--- src/hw/eiv_pkg.sv ---
package eiv_pkg;

   // Register byte offsets on the APB bus
   localparam logic [7:0] EIV_OFF_CTRL   = 8'h00;
   localparam logic [7:0] EIV_OFF_ENABLE = 8'h04;
   localparam logic [7:0] EIV_OFF_FLAGS  = 8'h08;
   localparam logic [7:0] EIV_OFF_MASK   = 8'h0C;
   localparam logic [7:0] EIV_OFF_PEND   = 8'h10;
   localparam logic [7:0] EIV_OFF_VECTOR = 8'h14;
   localparam logic [7:0] EIV_OFF_PINS   = 8'h18;

   // Field positions
   localparam int EIV_ENA_EXT  = 0;
   localparam int EIV_ENA_PCH  = 1;
   localparam int EIV_ENA_GIE  = 2;
   localparam int EIV_FLG_EXT  = 0;
   localparam int EIV_FLG_PCH  = 1;

   // Widths and counts
   localparam int EIV_NPIN     = 6;
   localparam int EIV_NSRC     = 9;
   localparam int EIV_VEC_W    = 4;

   // Reset values
   localparam logic [1:0]  EIV_RST_SENSE  = 2'h0;
   localparam logic [2:0]  EIV_RST_ENABLE = 3'h0;
   localparam logic [5:0]  EIV_RST_MASK   = 6'h00;
   localparam logic [3:0]  EIV_RESET_VEC  = 4'h0;

   // Sense-control encodings
   typedef enum logic [1:0] {
      EIV_SENSE_LOW  = 2'h0,
      EIV_SENSE_ANY  = 2'h1,
      EIV_SENSE_FALL = 2'h2,
      EIV_SENSE_RISE = 2'h3
   } eiv_sense_t;

   // Source index order; vector address is index plus one
   localparam int EIV_SRC_EXT  = 0;
   localparam int EIV_SRC_PCH  = 1;
   localparam int EIV_SRC_TOV  = 2;
   localparam int EIV_SRC_NVM  = 3;
   localparam int EIV_SRC_CMP  = 4;
   localparam int EIV_SRC_TCA  = 5;
   localparam int EIV_SRC_TCB  = 6;
   localparam int EIV_SRC_WDT  = 7;
   localparam int EIV_SRC_ADC  = 8;

endpackage : eiv_pkg

--- src/hw/eiv_sync_if.sv ---
`timescale 1ns/1ps
// Synchronised pin levels handed from the pin stage to the controller
interface eiv_sync_if;
   logic       ext_lvl;
   logic [5:0] pc_lvl;
   logic       ext_prev;
   logic [5:0] pc_prev;
   modport src (output ext_lvl, output pc_lvl, output ext_prev,
                output pc_prev);
   modport dst (input ext_lvl, input pc_lvl, input ext_prev,
                input pc_prev);
endinterface : eiv_sync_if

--- src/hw/eiv_pin_sync.sv ---
`timescale 1ns/1ps
// Three-stage pin synchroniser; level valid once stages two and three agree
module eiv_pin_sync
   import eiv_pkg::*;
#(
   parameter int NPIN = EIV_NPIN
) (
   // Clock and reset
   input  wire logic            pclk,
   input  wire logic            presetn,
   // Raw pins
   input  wire logic            ext_irq_pin,
   input  wire logic [NPIN-1:0] pin_change_inputs,
   // Clean levels
   eiv_sync_if.src              sy
);
   logic [NPIN:0] s1;
   logic [NPIN:0] s2;
   logic [NPIN:0] s3;
   logic [NPIN:0] lvl;
   logic [NPIN:0] prev;

   // Raw pins pass three flops; pins idle high after reset
   always_ff @(posedge pclk or negedge presetn) begin
      if (!presetn) begin
         s1 <= '1;
         s2 <= '1;
         s3 <= '1;
      end else begin
         s1 <= {pin_change_inputs, ext_irq_pin};
         s2 <= s1;
         s3 <= s2;
      end
   end

   // Accept a new level only where stages two and three agree
   always_ff @(posedge pclk or negedge presetn) begin
      if (!presetn) begin
         lvl  <= '1;
         prev <= '1;
      end else begin
         lvl  <= (s2 & s3) | (lvl & (s2 ^ s3));
         prev <= lvl;
      end
   end

   assign sy.ext_lvl  = lvl[0];
   assign sy.pc_lvl   = lvl[NPIN:1];
   assign sy.ext_prev = prev[0];
   assign sy.pc_prev  = prev[NPIN:1];
endmodule : eiv_pin_sync

--- src/hw/eiv_top.sv ---
// Local design decisions: register access over APB and the register offsets.
`timescale 1ns/1ps
// How it works
// - every reset kind lands on vector address zero.
// - nine sources own vectors one to nine, in fixed order.
// - a vector is fetched only for an enabled, pending source.
// - pins trigger regardless of their drive direction.
// - any toggle of a masked-in port pin raises pin change.
// - pin change is flagged even without the I/O clock.
// - dedicated pin triggers on falling, rising or low level.
// - low level keeps requesting while the pin stays low.
// - edge detection runs only while the I/O clock runs.
// - low level detection works with the I/O clock stopped.
// - a vanished low level wakes the core without any vector.
// - sense codes: 0 low, 1 any change, 2 falling, 3 rising.
// - dedicated flag sets on edges, clears by ack or write one.
// - pin change flag sets on change, clears by ack or write one.
// - edge pulses longer than two clocks are caught while the I/O clock runs.
module eiv_top
   import eiv_pkg::*;
#(
   parameter int NPIN = EIV_NPIN
) (
   // Clock and reset
   input  wire logic                 pclk,
   input  wire logic                 presetn,
   // APB slave
   input  wire logic                 psel,
   input  wire logic                 penable,
   input  wire logic                 pwrite,
   input  wire logic [7:0]           paddr,
   input  wire logic [31:0]          pwdata,
   output logic      [31:0]          prdata,
   output logic                      pready,
   output logic                      pslverr,
   // Pins
   input  wire logic                 ext_irq_pin,
   input  wire logic [NPIN-1:0]      pin_change_inputs,
   // Core side
   input  wire logic                 io_clk_run,
   input  wire logic                 reset_cause,
   input  wire logic [EIV_NSRC-3:0]  periph_req,
   input  wire logic                 vector_ack,
   output logic                      irq_request,
   output logic      [EIV_VEC_W-1:0] irq_vector,
   output logic                      wake
);
   eiv_sync_if sy ();

   logic [1:0]          sense;
   logic [2:0]          enable;
   logic [NPIN-1:0]     pin_change_mask;
   logic                ext_irq_flag;
   logic                pin_change_flag;
   logic [EIV_NSRC-1:0] pend;
   logic [EIV_NSRC-1:0] req_en;
   logic [EIV_NSRC-1:0] irq_mask;
   logic                ext_low;
   logic                ext_edge;
   logic                pc_hit;
   logic                wr_acc;
   logic                rd_acc;
   logic                known;
   logic                clr_ext;
   logic                clr_pch;
   logic [EIV_VEC_W-1:0] next_vector;
   logic                next_request;

   eiv_pin_sync #(.NPIN(NPIN)) u_sync (
      .pclk              (pclk),
      .presetn           (presetn),
      .ext_irq_pin       (ext_irq_pin),
      .pin_change_inputs (pin_change_inputs),
      .sy                (sy)
   );

   // Address decode shared by read and write paths
   function automatic logic eiv_hit(input logic [7:0] a);
      return a == EIV_OFF_CTRL || a == EIV_OFF_ENABLE ||
             a == EIV_OFF_FLAGS || a == EIV_OFF_MASK ||
             a == EIV_OFF_PEND || a == EIV_OFF_VECTOR ||
             a == EIV_OFF_PINS;
   endfunction : eiv_hit

   assign wr_acc = psel && penable && pwrite && pready;
   assign rd_acc = psel && !penable && !pwrite;
   assign known  = eiv_hit(paddr);

   // Low level is taken straight from the clean level, no clock gate
   assign ext_low = !sy.ext_lvl;

   // Edge sense only counts while the I/O clock runs; direction ignored
   always_comb begin
      unique case (eiv_sense_t'(sense))
         EIV_SENSE_ANY:  ext_edge = sy.ext_lvl ^ sy.ext_prev;
         EIV_SENSE_FALL: ext_edge = !sy.ext_lvl && sy.ext_prev;
         EIV_SENSE_RISE: ext_edge = sy.ext_lvl && !sy.ext_prev;
         EIV_SENSE_LOW:  ext_edge = 1'b0;
      endcase
      ext_edge = ext_edge && io_clk_run;
   end

   // Any masked-in toggle; unmasked pins are dropped here
   assign pc_hit = |((sy.pc_lvl ^ sy.pc_prev) & pin_change_mask);

   // Writing one to a FLAGS bit clears that source's flag
   assign clr_ext = wr_acc && paddr == EIV_OFF_FLAGS && pwdata[EIV_FLG_EXT];
   assign clr_pch = wr_acc && paddr == EIV_OFF_FLAGS && pwdata[EIV_FLG_PCH];

   // APB handshake: one wait-free access phase
   always_ff @(posedge pclk or negedge presetn) begin
      if (!presetn) begin
         pready  <= 1'b0;
         pslverr <= 1'b0;
      end else begin
         pready  <= psel && !penable;
         pslverr <= psel && !penable && !eiv_hit(paddr);
      end
   end

   // Sense field and enables written by software
   always_ff @(posedge pclk or negedge presetn) begin
      if (!presetn) begin
         sense           <= EIV_RST_SENSE;
         enable          <= EIV_RST_ENABLE;
         pin_change_mask <= EIV_RST_MASK;
         irq_mask        <= '1;
      end else if (wr_acc && known) begin
         unique case (paddr)
            EIV_OFF_CTRL:   sense  <= pwdata[1:0];
            EIV_OFF_ENABLE: enable <= pwdata[2:0];
            EIV_OFF_MASK:   pin_change_mask <= pwdata[NPIN-1:0];
            EIV_OFF_PEND:   irq_mask <= pwdata[EIV_NSRC-1:0];
            default: ;
         endcase
      end
   end

   // Dedicated flag: set wins over clear; held clear in level mode
   always_ff @(posedge pclk or negedge presetn) begin
      if (!presetn) begin
         ext_irq_flag <= 1'b0;
      end else if (eiv_sense_t'(sense) == EIV_SENSE_LOW) begin
         ext_irq_flag <= 1'b0;
      end else if (ext_edge) begin
         ext_irq_flag <= 1'b1;
      end else if (clr_ext || (vector_ack &&
                   irq_vector == EIV_VEC_W'(EIV_SRC_EXT + 1))) begin
         ext_irq_flag <= 1'b0;
      end
   end

   // Pin change flag sampled on any clock; set wins over clear
   always_ff @(posedge pclk or negedge presetn) begin
      if (!presetn) begin
         pin_change_flag <= 1'b0;
      end else if (pc_hit) begin
         pin_change_flag <= 1'b1;
      end else if (clr_pch || (vector_ack &&
                   irq_vector == EIV_VEC_W'(EIV_SRC_PCH + 1))) begin
         pin_change_flag <= 1'b0;
      end
   end

   // Pending vector: level mode uses the live pin, never a flag
   always_comb begin
      pend = '0;
      pend[EIV_SRC_EXT] = (eiv_sense_t'(sense) == EIV_SENSE_LOW) ?
                          ext_low : ext_irq_flag;
      pend[EIV_SRC_PCH] = pin_change_flag;
      pend[EIV_NSRC-1:2] = periph_req;
   end

   // Source enables; unenabled vectors never fetched
   always_comb begin
      req_en = irq_mask;
      req_en[EIV_SRC_EXT] = enable[EIV_ENA_EXT];
      req_en[EIV_SRC_PCH] = enable[EIV_ENA_PCH];
   end

   // Priority encoder: lowest index wins
   always_comb begin
      next_vector  = EIV_RESET_VEC;
      next_request = 1'b0;
      for (int i = EIV_NSRC - 1; i >= 0; i--) begin
         if (pend[i] && req_en[i] && enable[EIV_ENA_GIE]) begin
            next_vector  = EIV_VEC_W'(i + 1);
            next_request = 1'b1;
         end
      end
   end

   // Registered request to the core; reset vector after any reset
   always_ff @(posedge pclk or negedge presetn) begin
      if (!presetn) begin
         irq_request <= 1'b0;
         irq_vector  <= EIV_RESET_VEC;
      end else if (reset_cause) begin
         irq_request <= 1'b0;
         irq_vector  <= EIV_RESET_VEC;
      end else begin
         irq_request <= next_request && !vector_ack;
         irq_vector  <= next_vector;
      end
   end

   // Wake on a low level or pin change; without a vector if level gone
   always_ff @(posedge pclk or negedge presetn) begin
      if (!presetn) begin
         wake <= 1'b0;
      end else begin
         wake <= (ext_low && enable[EIV_ENA_EXT] &&
                  eiv_sense_t'(sense) == EIV_SENSE_LOW) ||
                 (pc_hit && enable[EIV_ENA_PCH]);
      end
   end

   // Read data, captured in the setup cycle
   always_ff @(posedge pclk or negedge presetn) begin
      if (!presetn) begin
         prdata <= 32'h0000_0000;
      end else if (rd_acc) begin
         prdata <= 32'h0000_0000;
         unique case (paddr)
            EIV_OFF_CTRL:   prdata[1:0] <= sense;
            EIV_OFF_ENABLE: prdata[2:0] <= enable;
            EIV_OFF_FLAGS:  prdata[1:0] <= {pin_change_flag, ext_irq_flag};
            EIV_OFF_MASK:   prdata[NPIN-1:0] <= pin_change_mask;
            EIV_OFF_PEND:   prdata[EIV_NSRC-1:0] <= irq_mask;
            EIV_OFF_VECTOR: prdata[EIV_VEC_W:0] <= {irq_request, irq_vector};
            EIV_OFF_PINS:   prdata[NPIN:0] <= {sy.pc_lvl, sy.ext_lvl};
            default: ;
         endcase
      end
   end
endmodule : eiv_top

--- config.mk ---
export PLATFORM = sky130hd
export DESIGN_NAME = eiv_top
export DESIGN_NICKNAME = d
export VERILOG_FILES = /design/src/hw/eiv_pkg.sv /design/src/hw/eiv_sync_if.sv /design/src/hw/eiv_pin_sync.sv /design/src/hw/eiv_top.sv
export SDC_FILE = /design/constraint.sdc
export NUM_CORES = 1
export LEC_CHECK = 0
export BUFFER_PORTS_ARGS = -buffer_cell sky130_fd_sc_hd__buf_2
export CAP_MARGIN = 10
export CORE_ASPECT_RATIO = 1.25
export CORE_MARGIN = 10
export CORE_UTILIZATION = 35
export CTS_BUF_LIST = sky130_fd_sc_hd__clkbuf_8
export DETAILED_ROUTE_END_ITERATION = 6
export HOLD_SLACK_MARGIN = 0.12
export SYNTH_ARGS = -nofsm -noshare
export SYNTH_HDL_FRONTEND = slang
export SYNTH_SLANG_ARGS = --single-unit
--- constraint.sdc ---
create_clock -name pclk -period 2.4 [get_ports pclk]
set_clock_uncertainty 0.2 [all_clocks]
set_input_delay 0.12 -clock pclk [delete_from_list [all_inputs] [get_ports pclk]]
set_output_delay 0.12 -clock pclk [all_outputs]
set_load 0.05 [all_outputs]
==> metrics.yaml <==
ios: 102
layout_common_cells: "buf_2 (55), dfstp_2 (44), dlygate4sd3_1 (42)"
max_freq_mhz: 439
clock_sinks: 74
syn_inst: 285
worst_setup_path_start_kind: "input pin"
drc_errors: 0
num_rows: 40
finalHoldViolCount: 0
sw_frac_of_total_pct: 23.8
io_buffers: 55
initial_core_util_pct: 35.7
grt_max_degree: 75
fin_nets: 455
fill_cells: 912
synth_top_area_cell: "dfstp_2"
slew_violations: 0
die_w_um: 108
synth.area.top_cells: "dfstp_2 (34%), dfrtp_1 (22%), mux2_2 (7.6%)"
crit_slowest_cell: "dlygate4sd3_1"
clockPowerShare_pct: 41.3
p_leak_uw: 0.00208
power.switching_uw: 686
p_seq_share_pct: 47.6
ys_seq_area_share_pct: 55.9
grtUsageMet1_pct: 13.4
clk_pin_slew_worst_paths_ns: 0.08
status: "completed"
core_sq_um: 9560
tightest_slew_ns: 0.680
cts_inserted_buffers: 9
hold_path.class: "input pin to async pin"
drt_iter0_markers: 66
post-route-min-period_ns: 2.28
ys_types: 49
timing.critical_path.mode_cell: "dlygate4sd3_1"
setup_viol_count_final: 0
place_ws_ns: 0.376
end_kind: "flip-flop"
synth.top_cell.area_share_pct: 33.9
setup_slack_ns: 0.124
syn_to_final_growth_pct: 29.3
rsz0062_at_grt: "no"
path_class: "input pin to flip-flop"
syn_area_sq_um: 3410
clockRootBuffer: "clkbuf_8"
hpwl_mm: 5.79
fin_util_pct: 46.1
post_cts_buffers: 0
avgSynthCellArea_sq_um: 12.0
synth_flop_cell: "dfstp_2"
relSlewSlack_pct: 53.5
synthArstFlopShare_pct: 100
crit_chain: "dlygate4sd3_1, buf_2, or3_4, nor4_4, dlygate4sd3_1, nand3_1, nand2_1"
overflow: 0
via_count: 2401
use_met3_pct: 3.75
routed_wl_mm: 8.01
period_share_pct: 94.8
pwr-share-comb_pct: 11.1
die_area_sq_um: 14100
ff_latch_area_sq_um: 1910
wl_per_cell_um: 15.6
ys_ff_latch: 74
drive_gt1_share_pct: 38.3
peakVddDrop_uv: 309
fp.dieH_um: 130
multi_input_area_sq_um: 1340
cts_tree: "done"
clock_latency_ns: 0.35
p_int_uw: 2200
first_global_vias: 2534
crit_required_ns: 2.49
drv_cap: 0
ant_nets: 0
fin_setup_tns_ns: 0
path_max_fanout: 4
met2_usage_pct: 18.9
clk_path_buf_depth: 2
grt_use_total_pct: 11.5
via_per_inst: 4.66
final_common_cell: "buf_2"
ys_warn_count: 0
cpPeakStageDelay_ns: 0.65
cp.arrival_ns: 2.36
dr.pass1.iters: 5
grt_antenna_before_repair: 0
htree_levels: 3
grt_first_pass_wirelength_mm: 12.8
synth-edff-count: 0
power_density_nw_per_um2: 655
n_antenna_cell: 0
gp_congestion: 0.856
grt-busiest-layer: "met2"
synthesized netlist by cell type, drive strengths merged, types with 2 or more instances:
| cell | instances |
|---|---|
| clkbuf | 7 |
| xor2 | 6 |
| nor2b | 2 |
| mux2 | 23 |
| dfstp | 44 |
| a22oi | 6 |
| nor2 | 15 |
| nand4 | 3 |
| ha | 9 |
| o21ai | 10 |
| a21o | 8 |
| or3 | 3 |
| a32oi | 3 |
| buf | 27 |
| mux2i | 9 |
| dfrtp | 30 |
| nor3 | 4 |
| nand2 | 29 |
| nand3 | 6 |
| nand2b | 3 |
| o31ai | 2 |
| nor4 | 3 |
| inv | 6 |
| a22o | 2 |
| a21oi | 8 |
registers in the layout, summed over array words and instances, names as in the netlist, 2 cells and up:
register and flops:
u_sync.s1 7, u_sync.prev 7, sense 2, irq_vector 4, irq_mask 9, u_sync.s2 7
u_sync.s3 7, prdata 9, u_sync.lvl 7, enable 3, pin_change_mask 6
what timing repair did:
action,4_1_cts,5_1_grt
hold buffers,42,0
gates resized for setup,0,1
setup endpoints to repair,0,1
endpoints found under the hold margin,119,0
kinds of logic after synthesis:
kind of cell | count (synthesis) | share of synthesized area (%)
and+or+nand+nor | 75 | 11.9
adders and majority gates | 9 | 3.30
DFF | 74 | 55.9
buffers and inverters | 40 | 7.34
AOI/OAI and AO/OA | 48 | 9.65
xor gates and xnor gates | 6 | 1.54
other | 1 | 0.110
muxes | 32 | 10.2
cell type report:
type	count	share of cell area (%)
repair buffers	100	16.6
clock buffers	11	3.43
multi-input cells	193	30.4
clock inverters	5	2.27
flip-flops and latches	74	43.2
well taps	126	3.58
inverters	6	0.511
worst paths after layout:
path                                from  slack, ns            to  depth (start not counted)
setup / recovery                paddr[5]       0.12     prdata[7]                          7
setup reg to reg           u_sync.lvl[0]       0.21  ext_irq_flag                          7
hold / removal                   presetn       0.13     prdata[0]                          3
min in group pclk               paddr[1]       0.14     prdata[0]                          5
hold reg to reg             u_sync.s1[0]       0.15  u_sync.s2[0]                          0
max in group asynchronous        presetn       1.52  u_sync.s1[0]                          3
metal layers:
layer,vias to the layer above,share of wire [%]
met2,82,48
met3,14,7.4
met1,1147,43
met4,0,1.6
met5,-,0
li1,1158,-
power groups by stage:
stage	Clock [uW]	Sequential, uW	Combinational, uW
2_1_floorplan	0	1390	204
3_3_place_gp	0	1390	265
3_5_place_dp	0	1400	270
4_1_cts	1230	1370	318
5_1_grt	1300	1380	351
6_report	1190	1380	319
metrics by stage:
stage	cell area (sq um)	instances	hold WS (ns)	total power, uW
global route	4410	515	0.154	3030
finish	4410	515	0.128	2890
floorplan	3490	307	-0.376	1600
detailed placement	3730	457	-0.0163	1670
CTS	4400	515	0.124	2920
global placement	3730	457	-0.0203	1660
worst max-delay path: cells and delay by family:
kind | cells | cell delay (ns)
buf+inv | 3 | 1.33
simple gates | 4 | 0.92
Power figures use the tool's default switching activity.
